==> src/include/dsm_pkg.sv <==
// package: constants, types and register map of the drive device state machine
package dsm_pkg;

  // ************************************************************
  // device states
  // ************************************************************
  typedef enum logic [2:0] {
    DSM_NOT_READY,
    DSM_SWITCH_ON_DISABLED,
    DSM_READY_TO_SWITCH_ON,
    DSM_SWITCHED_ON,
    DSM_OPERATION_ENABLED,
    DSM_QUICK_STOP_ACTIVE,
    DSM_FAULT_REACTION,
    DSM_FAULT
  } dsm_state_t;

  // ************************************************************
  // register map (byte addresses, one word each)
  // ************************************************************
  localparam logic [7:0] DSM_CFG_ADDR      = 8'h00;
  localparam logic [7:0] DSM_OFFDLY_ADDR   = 8'h04;
  localparam logic [7:0] DSM_QSMAX_ADDR    = 8'h08;
  localparam logic [7:0] DSM_CTRL_ADDR     = 8'h0C;
  localparam logic [7:0] DSM_STATE_ADDR    = 8'h10;
  localparam logic [7:0] DSM_LOCKOUT_ADDR  = 8'h14;

  // configuration field positions
  localparam int DSM_CFG_AUTO_RUN_BIT   = 0;
  localparam int DSM_CFG_QS_ENLOSS_BIT  = 1;
  localparam int DSM_CFG_QS_END_BIT     = 2;
  localparam int DSM_CFG_QS_FAULT_BIT   = 3;
  localparam int DSM_CFG_EXTRA_SRC_BIT  = 4;
  // control register field positions
  localparam int DSM_CTRL_EXTRA_EN_BIT  = 0;
  localparam int DSM_CTRL_FAULT_ACK_BIT = 1;
  localparam int DSM_CTRL_QS_REQ_BIT    = 2;

  // reset values
  localparam logic [4:0]  DSM_CFG_RST    = 5'h00;
  localparam logic [23:0] DSM_OFFDLY_RST = 24'h000000;
  localparam logic [23:0] DSM_QSMAX_RST  = 24'h0F4240;
  localparam logic [2:0]  DSM_CTRL_RST   = 3'h0;

  // delay counters tick in microseconds: 50 cycles at 50 MHz
  localparam int          DSM_CLK_MHZ     = 50;
  localparam int          DSM_TICK_US     = 1;
  localparam logic [5:0]  DSM_TICK_CYCLES = 6'(DSM_TICK_US * DSM_CLK_MHZ - 1);

  // lockout cause inputs, one bit each
  typedef struct packed {
    logic safety_active;
    logic motion_bus_down;
    logic axis_not_ready;
    logic supply_low;
  } dsm_lockout_t;

  // outputs controlling the power stage
  typedef struct packed {
    logic power_on;
    logic drive_enabled;
    logic activation_enabled;
    logic brake_release;
    logic quick_stop_exec;
    logic coast;
  } dsm_ctrl_out_t;

endpackage : dsm_pkg

==> src/rtl/dsm_top.sv <==
// drive device state machine with APB register slave
`timescale 1ns/1ps

// ************************************************************
// drive device state machine
// ************************************************************
// Operation
// - during self-test keep power, drive and activation locked and brakes engaged
// - after successful self-test, go from not-ready to switch-on-disabled
// - hold switch-on-disabled while any lockout cause is present
// - without lockout causes, move to ready-to-switch-on automatically
// - auto run with enable present jumps directly to operation-enabled
// - ready-to-switch-on: power and drive locked, activation enabled
// - ready: enable goes to switched-on, lockout goes to switch-on-disabled
// - effective enable is terminal enable AND extra enable
// - switched-on: power on, set values ignored, no torque
// - switched-on: enable to operation, no enable to ready, lockout to disabled
// - operation-enabled processes set values, brakes release on first motion command
// - operation: quick stop request, enable loss, lockout each have their target
// - terminal enable counts off only after staying low past the delay
// - enable loss goes to quick stop if configured, else ready
// - quick stop: cancel returns, completion without enable readies, lockout disables
// - quick stop on enable loss switches power off after maximum duration
// - configuration selects quick stop end by standstill or by request withdrawal
// - after fault response, enter fault automatically
// - on fault do quick stop if configured, else stop controlling motion
// - fault goes to switch-on-disabled after cause removed and acknowledged
// - current state and exact lockout cause are readable
module dsm_top
  import dsm_pkg::*;
(
  input  wire logic          clk,
  input  wire logic          rstn,
  // apb slave
  input  wire logic          psel,
  input  wire logic          penable,
  input  wire logic          pwrite,
  input  wire logic [7:0]    paddr,
  input  wire logic [31:0]   pwdata,
  output logic      [31:0]   prdata,
  output logic               pready,
  output logic               pslverr,
  // drive side
  input  wire logic          self_test_done,
  input  wire logic          terminal_enable_input,
  input  wire logic          extra_enable_input,
  input  wire logic          quickstop_request,
  input  wire dsm_lockout_t  lockout_in,
  input  wire logic          drive_error,
  input  wire logic          fault_cause_active,
  input  wire logic          fault_response_done,
  input  wire logic          standstill,
  input  wire logic          motion_cmd_active,
  output dsm_ctrl_out_t      ctrl_out,
  output dsm_state_t         device_state_indication
);

  // ************************************************************
  // registers
  // ************************************************************
  logic [4:0]    cfg_reg;
  logic [23:0]   enable_off_delay_reg;
  logic [23:0]   quickstop_max_duration_reg;
  logic [2:0]    device_control_byte_reg;
  dsm_state_t    state_reg;
  dsm_state_t    state_next;
  logic [5:0]    tick_cnt_reg;
  logic [23:0]   off_cnt_reg;
  logic          term_off_reg;
  logic [23:0]   qs_cnt_reg;
  logic          qs_by_enloss_reg;
  logic          qs_timeout_reg;
  logic          brake_rel_reg;
  logic          ack_seen_reg;
  dsm_ctrl_out_t ctrl_next;

  // ************************************************************
  // apb decode
  // ************************************************************
  wire wr_en     = psel & penable & pwrite;
  wire rd_en     = psel & penable & ~pwrite;
  wire hit_cfg   = (paddr == DSM_CFG_ADDR);
  wire hit_off   = (paddr == DSM_OFFDLY_ADDR);
  wire hit_qsmax = (paddr == DSM_QSMAX_ADDR);
  wire hit_ctrl  = (paddr == DSM_CTRL_ADDR);
  wire hit_state = (paddr == DSM_STATE_ADDR);
  wire hit_lock  = (paddr == DSM_LOCKOUT_ADDR);
  wire hit_any   = hit_cfg | hit_off | hit_qsmax | hit_ctrl | hit_state | hit_lock;
  // the acknowledge strobe counts only at the completing edge of the write
  wire ack_wr    = wr_en & pready & hit_ctrl & pwdata[DSM_CTRL_FAULT_ACK_BIT];

  wire [31:0] rd_mux =
    hit_cfg   ? {27'h0000000, cfg_reg} :
    hit_off   ? {8'h00, enable_off_delay_reg} :
    hit_qsmax ? {8'h00, quickstop_max_duration_reg} :
    hit_ctrl  ? {29'h00000000, device_control_byte_reg} :
    hit_state ? {29'h00000000, state_reg} :
    hit_lock  ? {28'h0000000, lockout_in} : 32'h00000000;

  // ************************************************************
  // configuration decode
  // ************************************************************
  wire auto_run_select          = cfg_reg[DSM_CFG_AUTO_RUN_BIT];
  wire quickstop_on_enable_loss = cfg_reg[DSM_CFG_QS_ENLOSS_BIT];
  wire quickstop_end_select     = cfg_reg[DSM_CFG_QS_END_BIT];
  wire quickstop_on_fault       = cfg_reg[DSM_CFG_QS_FAULT_BIT];
  wire extra_enable_source      = cfg_reg[DSM_CFG_EXTRA_SRC_BIT];

  // fieldbus extra enable comes from control byte bit 0
  wire extra_en = extra_enable_source ? device_control_byte_reg[DSM_CTRL_EXTRA_EN_BIT]
                                      : extra_enable_input;
  wire qs_req   = quickstop_request | device_control_byte_reg[DSM_CTRL_QS_REQ_BIT];

  // filtered terminal enable ANDed with the extra enable
  wire enable_eff = ~term_off_reg & extra_en;
  wire lockout    = |lockout_in;
  wire tick       = (tick_cnt_reg == DSM_TICK_CYCLES);

  // quick stop end: standstill, or withdrawal of the request
  wire qs_done = quickstop_end_select ? ~qs_req : standstill;

  // ************************************************************
  // apb registers
  // ************************************************************
  always_ff @(posedge clk) begin
    if (!rstn) begin
      cfg_reg                    <= DSM_CFG_RST;
      enable_off_delay_reg       <= DSM_OFFDLY_RST;
      quickstop_max_duration_reg <= DSM_QSMAX_RST;
      device_control_byte_reg    <= DSM_CTRL_RST;
      prdata                     <= 32'h00000000;
      pready                     <= 1'b0;
      pslverr                    <= 1'b0;
    end else begin
      // one wait state: the answer comes in the second access cycle
      pready  <= psel & penable & ~pready;
      pslverr <= psel & penable & ~pready & ~hit_any;
      if (rd_en & ~pready) begin
        prdata <= rd_mux;
      end
      if (wr_en & pready) begin
        if (hit_cfg)   cfg_reg                    <= pwdata[4:0];
        if (hit_off)   enable_off_delay_reg       <= pwdata[23:0];
        if (hit_qsmax) quickstop_max_duration_reg <= pwdata[23:0];
        // acknowledge bit is a strobe, never stored
        if (hit_ctrl)  device_control_byte_reg    <= {pwdata[2], 1'b0, pwdata[0]};
      end
    end
  end

  // ************************************************************
  // enable-off filter and quick stop timer
  // ************************************************************
  always_ff @(posedge clk) begin
    if (!rstn) begin
      tick_cnt_reg <= 6'h00;
      off_cnt_reg  <= 24'h000000;
      term_off_reg <= 1'b1;
    end else begin
      tick_cnt_reg <= tick ? 6'h00 : tick_cnt_reg + 6'h01;
      if (terminal_enable_input) begin
        off_cnt_reg  <= 24'h000000;
        term_off_reg <= 1'b0;
      end else if (off_cnt_reg > enable_off_delay_reg) begin
        // low longer than the delay: test pulses never get here
        term_off_reg <= 1'b1;
      end else if (tick) begin
        off_cnt_reg <= off_cnt_reg + 24'h000001;
      end
    end
  end

  always_ff @(posedge clk) begin
    if (!rstn) begin
      qs_cnt_reg     <= 24'h000000;
      qs_timeout_reg <= 1'b0;
    end else if (state_reg != DSM_QUICK_STOP_ACTIVE || !qs_by_enloss_reg) begin
      qs_cnt_reg     <= 24'h000000;
      qs_timeout_reg <= 1'b0;
    end else if (qs_cnt_reg >= quickstop_max_duration_reg) begin
      qs_timeout_reg <= 1'b1;
    end else if (tick) begin
      qs_cnt_reg <= qs_cnt_reg + 24'h000001;
    end
  end

  // ************************************************************
  // state transitions
  // ************************************************************
  always_comb begin
    state_next = state_reg;
    unique case (state_reg)
      DSM_NOT_READY: begin
        if (self_test_done) state_next = DSM_SWITCH_ON_DISABLED;
      end
      DSM_SWITCH_ON_DISABLED: begin
        if (lockout) state_next = DSM_SWITCH_ON_DISABLED;
        else if (auto_run_select && enable_eff) state_next = DSM_OPERATION_ENABLED;
        else state_next = DSM_READY_TO_SWITCH_ON;
      end
      DSM_READY_TO_SWITCH_ON: begin
        if (lockout) state_next = DSM_SWITCH_ON_DISABLED;
        else if (enable_eff) state_next = DSM_SWITCHED_ON;
      end
      DSM_SWITCHED_ON: begin
        if (lockout) state_next = DSM_SWITCH_ON_DISABLED;
        else if (enable_eff) state_next = DSM_OPERATION_ENABLED;
        else state_next = DSM_READY_TO_SWITCH_ON;
      end
      DSM_OPERATION_ENABLED: begin
        if (lockout) state_next = DSM_SWITCH_ON_DISABLED;
        else if (qs_req) state_next = DSM_QUICK_STOP_ACTIVE;
        else if (!enable_eff) state_next = quickstop_on_enable_loss ? DSM_QUICK_STOP_ACTIVE
                                                                    : DSM_READY_TO_SWITCH_ON;
      end
      DSM_QUICK_STOP_ACTIVE: begin
        if (lockout) state_next = DSM_SWITCH_ON_DISABLED;
        else if (!enable_eff && (qs_done || qs_timeout_reg)) state_next = DSM_READY_TO_SWITCH_ON;
        else if (enable_eff && !qs_req) state_next = DSM_OPERATION_ENABLED;
      end
      DSM_FAULT_REACTION: begin
        if (fault_response_done) state_next = DSM_FAULT;
      end
      DSM_FAULT: begin
        if (ack_seen_reg && !fault_cause_active) state_next = DSM_SWITCH_ON_DISABLED;
      end
    endcase
    // a drive error overrides every state that has left self-test, except fault reaction and fault
    if (drive_error && state_reg != DSM_NOT_READY && state_reg != DSM_FAULT
        && state_reg != DSM_FAULT_REACTION) begin
      state_next = DSM_FAULT_REACTION;
    end
  end

  // ************************************************************
  // power stage outputs
  // ************************************************************
  always_comb begin
    ctrl_next = '0;
    unique case (state_next)
      DSM_NOT_READY, DSM_SWITCH_ON_DISABLED, DSM_FAULT: ctrl_next = '0;
      DSM_READY_TO_SWITCH_ON: ctrl_next.activation_enabled = 1'b1;
      DSM_SWITCHED_ON: begin
        ctrl_next.power_on           = 1'b1;
        ctrl_next.activation_enabled = 1'b1;
      end
      DSM_OPERATION_ENABLED: begin
        ctrl_next.power_on           = 1'b1;
        ctrl_next.activation_enabled = 1'b1;
        ctrl_next.drive_enabled      = 1'b1;
        ctrl_next.brake_release      = brake_rel_reg | motion_cmd_active;
      end
      DSM_QUICK_STOP_ACTIVE: begin
        // power drops once the enable-loss stop overruns its budget
        ctrl_next.power_on           = ~qs_timeout_reg;
        ctrl_next.activation_enabled = 1'b1;
        ctrl_next.drive_enabled      = ~qs_timeout_reg;
        ctrl_next.brake_release      = brake_rel_reg & ~qs_timeout_reg;
        ctrl_next.quick_stop_exec    = 1'b1;
      end
      DSM_FAULT_REACTION: begin
        ctrl_next.power_on        = quickstop_on_fault;
        ctrl_next.drive_enabled   = quickstop_on_fault;
        ctrl_next.brake_release   = quickstop_on_fault & brake_rel_reg;
        ctrl_next.quick_stop_exec = quickstop_on_fault;
        ctrl_next.coast           = ~quickstop_on_fault;
      end
    endcase
  end

  always_ff @(posedge clk) begin
    if (!rstn) begin
      state_reg               <= DSM_NOT_READY;
      device_state_indication <= DSM_NOT_READY;
      ctrl_out                <= '0;
      qs_by_enloss_reg        <= 1'b0;
      brake_rel_reg           <= 1'b0;
      ack_seen_reg            <= 1'b0;
    end else begin
      state_reg               <= state_next;
      // indication follows the same edge as the state itself
      device_state_indication <= state_next;
      ctrl_out                <= ctrl_next;
      brake_rel_reg           <= ctrl_next.brake_release;
      if (state_reg == DSM_OPERATION_ENABLED && state_next == DSM_QUICK_STOP_ACTIVE) begin
        qs_by_enloss_reg <= ~qs_req;
      end
      // ack only counts while in fault; cleared on leaving
      // an ack given while the cause persists is dropped: the cause must go first
      if (state_reg != DSM_FAULT) ack_seen_reg <= 1'b0;
      else if (ack_wr && !fault_cause_active) ack_seen_reg <= 1'b1;
    end
  end

endmodule : dsm_top

==> config.mk <==
export PLATFORM = sky130hd
export DESIGN_NAME = dsm_top
export DESIGN_NICKNAME = d
export VERILOG_FILES = /design/src/include/dsm_pkg.sv /design/src/rtl/dsm_top.sv
export SDC_FILE = /design/constraint.sdc
export NUM_CORES = 1
export LEC_CHECK = 0
export BUFFER_PORTS_ARGS = -buffer_cell sky130_fd_sc_hd__buf_2
export CORE_MARGIN = 2
export CORE_UTILIZATION = 51
export CTS_BUF_LIST = sky130_fd_sc_hd__clkbuf_2 sky130_fd_sc_hd__clkbuf_4 sky130_fd_sc_hd__clkbuf_8
export DETAILED_ROUTE_END_ITERATION = 16
export PLACE_DENSITY = 0.71
export SYNTH_ARGS = -nofsm -noshare
export SYNTH_HDL_FRONTEND = slang
export SYNTH_SLANG_ARGS = --single-unit
export TNS_END_PERCENT = 30
==> constraint.sdc <==
create_clock -name clk -period 3.2 [get_ports clk]
set_input_delay 0.32 -clock clk [delete_from_list [all_inputs] [get_ports clk]]
set_output_delay 0.32 -clock clk [all_outputs]
set_load 0.03 [all_outputs]
; ---- Word level (Yosys, flattened, before mapping)
; Index checks and enable logic that the tools add are counted.
; W data, S select, Z words.
[word_totals]
word_cells = 142
inputBits = 58
reg_bits = 156
out_inout_bits = 43
[classes]
addsub = 3
n_mux = 33
n_eq_ne = 21
reduce_logical = 33
magnitude_cmp = 2
bitwise_logic = 29
[op_table]
columns = operator, n
row1 = $mux W24, 3
row2 = $mux W3, 17
row3 = $add A24 B1 Y24 const B, 2
row4 = $ge A24 B24 Y1, 1
row5 = $gt A24 B24 Y1, 1
row6 = $pmux W3 S8, 1
row7 = $eq A3 B3 Y1 const B, 7
row8 = $eq A8 B4 Y1 const B, 2
row9 = $eq A8 B5 Y1 const B, 2
row10 = $reduce_and A2 Y1, 7
row11 = $and A1 B1 Y1, 12
row12 = $eq A3 B2 Y1 const B, 4
row13 = $mux W4, 3
row14 = $not A1 Y1, 10
row15 = $reduce_or A2 Y1, 5
row16 = $logic_and A1 B1 Y1, 9
row17 = $ne A3 B3 Y1 const B, 3
row18 = $pmux W1 S3, 3
row19 = $eq A8 B3 Y1 const B, 1
row20 = $logic_not A8 Y1, 1
row21 = $reduce_or A4 Y1, 2
row22 = $or A1 B1 Y1, 7
row23 = $add A6 B1 Y6 const B, 1
row24 = $eq A6 B6 Y1 const B, 1
row25 = other kinds (8), 16

; ---- Longest topological paths before layout
[logic_depth]
depth_word = 12
depth_mapped = 10
ltp_nobuf = 8

; ---- Worst setup path before layout
; Ideal clock, no wire load.
[synth_path]
kind = register to register
startpoint = register quickstop_max_duration_reg[22]
endpoint = register qs_cnt_reg[5]
n_path_buf = 2
required_time_ns = 3.128
path_stages_with_launch = 11
setup_time_ns = 0.072
period_less_slack_ns = 2.310
path_slack_ns = 0.890
t_arrival_ns = 2.239
cell_sequence = dfxtp_1 -> inv_1 -> ha_1 -> a21o_1 -> a21o_1 -> a2111oi_0 -> o211ai_1 -> buf_2 -> buf_2 -> a21oi_1 -> mux2i_1
[synth_between]
elab_chain_len = 3
[synth_rtl]
columns = item, line_no
row1 = from (decl), dsm_top.sv:63  ; logic [23:0] quickstop_max_duration_reg;
row2 = from (signal assigned), dsm_top.sv:144  ; if (hit_qsmax) quickstop_max_duration_reg <= pwdata[23:0];
row3 = $ge A24 B24 Y1, dsm_top.sv:180  ; end else if (qs_cnt_reg >= quickstop_max_duration_reg) begin
row4 = $not A1 Y1 (no line), --
row5 = $reduce_and A2 Y1 (no line), --
row6 = to (signal assigned), dsm_top.sv:183  ; qs_cnt_reg <= qs_cnt_reg + 24'h000001;
row7 = to (decl), dsm_top.sv:70  ; logic [23:0] qs_cnt_reg;
; No other way between the ends.
; A chain may end at the register's enable or synchronous reset.

; ---- Worst setup path after layout
[layout_path]
startpoint = register quickstop_max_duration_reg[22]
endpoint = register qs_cnt_reg[17]
; The elaborated chain is that of the path after synthesis.

==> flow_summary_export.csv <==
group,metric,value,unit
status,status,"finished, final reports clean",
cells_and_area,area_growth,11.4,%
critical_path,crit_type,"reg2reg",
sta,finalCritPeriodShare,0.847,
floorplan,die_h,132,um
yosys,avgSynthCellArea,8.26,um2
detailed_routing,wire_per_inst,16.2,um
floorplan,die_w,132,um
sta,slew_headroom,0.476,
cells_and_area,antenna_cells,0,
yosys,yosysWarnings,0,
critical_path,critPathLaunchType,"flop",
grt,antenna_found_initial,0,
sta,final-hold-violation-count,0,
sta,worst_pin_slew,0.786,ns
clock_network,tritoncts,"done",
yosys,synth.largest_area_cell,"dfxtp_1",
place,port_buffers,84,
place,hpwl,15.5,mm
yosys,ys_seq_area_frac,0.353,
detailed_routing,first_iter_violations,675,
yosys,synth_cell_type_count,70,
sta,fin_skew,0.00883,ns
critical_path,critPathLaunch,"quickstop_max_duration_reg[22]$_SDFFE_PN0P_",
clock_network,cts_setup_buffers,0,
power,powerDensity,392,nW/um2
power,irDropWorstVdd,0.251,mV
cells_and_area,nNetsFinal,1190,
clock_network,clk_pin_slew,0.08,ns
critical_path,cp.arrival,3.10,ns
critical_path,required,3.59,ns
yosys,ys_ff_latch,148,
clock_network,cts_sinks,148,
clock_network,clockBufferDepth,2,
sta,setup_viol,0,
critical_path,cp-end-kind,"flop",
power,p_leak,3.52,nW
clock_network,cts-root-buf,"clkbuf_8",
place,place_congestion,0.921,
detailed_routing,postRouteWirelength,21.3,mm
sta,finalCriticalPeriod,2.71,ns
yosys,syn_inst,1015,
yosys,synth_area_leaders,"dfxtp_1 (35%), mux2i_1 (9.4%), ha_1 (7.8%)",
floorplan,initial_core_util,0.524,
clock_network,cts_hold_buf,0,
critical_path,r2r_start,"quickstop_max_duration_reg[22]$_SDFFE_PN0P_",
detailed_routing,drc,0,
hold_path,hp-class,"in2reg",
clock_network,htreeDepth,4,
clock_network,cts_buffers,17,
cells_and_area,drive_above_1_share,0.156,
detailed_routing,vias_per_cell,5.70,
power,total_power,0.00366,W
clock_network,clock_latency,0.45,ns
grt,grt_pass1_wl,34.6,mm
grt,grt_usage,0.245,
critical_path,crit_fanout,24,
clock_network,cts_resized,0,
yosys,synth.top_cell.area_share,0.353,
detailed_routing,via_count,7463,
sta,max_clock_freq,0.369,GHz
job,cap_violations,0,
yosys,syn-cell-area,8390,um2
floorplan,row_count,46,
grt,grt_pass1_vias,6636,
yosys,synthFlopType,"dfxtp_1",
grt,grt_start_max_net_pins,44,
sta,final.setup.tns,0,ns
yosys,synth-edff-count,0,
place,post-place-ws,0.519,ns
sta,slew_viol_final,0,
sta,rsz0062_at_grt,"no",
grt,overflow,0,
detailed_routing,antenna_left,0,
hold_path,hold_start,"terminal_enable_input",
floorplan,pin_count,101,
sta,worst_slack,0.489,ns
floorplan,core_area,16000,um2
detailed_routing,firstDrtPassIters,5,
yosys,postSynth.asyncResetShare,0,
floorplan,fp.dieArea,17500,um2
-- report_power, final --
part / total [W] / switching [W] / internal (W)
logic: 0.000222 / 0.000145 / 0.0000773
clock network: 0.00157 / 0.000743 / 0.000824
registers: 0.00187 / 0.0000205 / 0.00185
total: 0.00366 / 0.000909 / 0.00275
-- logic make-up after synthesis --
group	after synthesis	share of synthesized area
adders and majority gates	52	0.0776
muxes	82	0.0983
other	1	0.000447
AOI/OAI and AO/OA	213	0.167
buffers and inverters	124	0.0661
xor gates and xnor gates	4	0.00418
DFF	148	0.353
and+or+nand+nor	391	0.233
-- metrics by stage --
stage / utilization / cells / cell area, um2 / hold slack [ns]
4_1_cts: 0.584 / 1309 / 9340 / 0.0654
3_3_place_gp: 0.557 / 1277 / 8920 / 0.442
2_1_floorplan: - / 1022 / 8410 / 0.430
3_5_place_dp: 0.557 / 1277 / 8920 / 0.448
6_report: 0.584 / 1309 / 9340 / 0.100
5_1_grt: 0.584 / 1309 / 9340 / 0.0941
-- synthesized netlist by cell type (4+ instances only) --
cell,count
or2_2,22
nand4_1,27
o2111ai_1,4
a211oi_1,20
a2111oi_0,8
nor3_1,13
buf_6,4
or3_1,22
nand2b_1,9
buf_4,12
a21oi_1,64
a21o_1,6
and4_1,5
dfxtp_1,148
inv_1,59
buf_2,11
a221oi_1,4
nand2_1,150
nand3_1,28
a22oi_1,26
mux2i_1,79
and3_1,14
o21ai_0,38
and2_1,23
ha_1,52
nor2_1,57
clkbuf_1,36
o211ai_1,15
-- worst paths after layout --
check | end | slack [ns] | cells past startpoint
worst min register to register | tick_cnt_reg[0]$_SDFF_PP0_ | 0.46 | 1
worst max-delay path | qs_cnt_reg[17]$_SDFFE_PP0P_ | 0.49 | 9
worst max register to register | qs_cnt_reg[17]$_SDFFE_PP0P_ | 0.49 | 9
worst min-delay path | term_off_reg$_SDFFE_PN1P_ | 0.10 | 2
-- critical path, stage by stage (launching register included) --
cell,delay [ns]
dfxtp_1,0.38
inv_1,0.06
ha_1,0.30
a21o_1,0.19
a21o_1,0.18
a2111oi_0,0.41
o211ai_1,0.15
buf_4,0.25
a2111oi_0,0.49
mux2i_1,0.23
-- area by class of cell --
type	instances	area, um2
fillers	1450	6660
repair buffers	103	563
clock buffers	21	270
clock inverters	11	151
multi-input cells	750	4900
flip-flops and latches	148	2960
well taps	216	270
inverters	60	225
-- metal layers --
metal	part of all wire	GRT usage	up-vias	wire length (um)
met5	0	0	-	0
met3	0.059	0.0531	26	1250
met4	0.025	0.0842	0	522
met2	0.43	0.359	231	9120
li1	-	-	3720	-
met1	0.49	0.356	3486	10400
-- cells in the final DEF, fill, tap and decap left out, drive strengths merged, types with 5 or more instances in the layout --
cell type / synthesis / layout
a22oi: 26 / 26
buf: 28 / 103
nand2: 150 / 150
o211ai: 15 / 15
nor2: 59 / 59
nand4: 27 / 27
ha: 52 / 52
clkbuf: 36 / 21
clkinv: 0 / 5
dfxtp: 148 / 148
nor3: 13 / 13
or3: 22 / 22
a21o: 6 / 6
a2111oi: 10 / 10
and4: 5 / 5
and2: 24 / 24
inv: 60 / 62
or2: 23 / 23
nand3: 28 / 28
nand2b: 9 / 9
o21ai: 40 / 40
a21oi: 64 / 64
and3: 14 / 14
conb: 1 / 8
mux2i: 79 / 79
a211oi: 20 / 20
No activity file was read; power rests on OpenSTA's default activity.
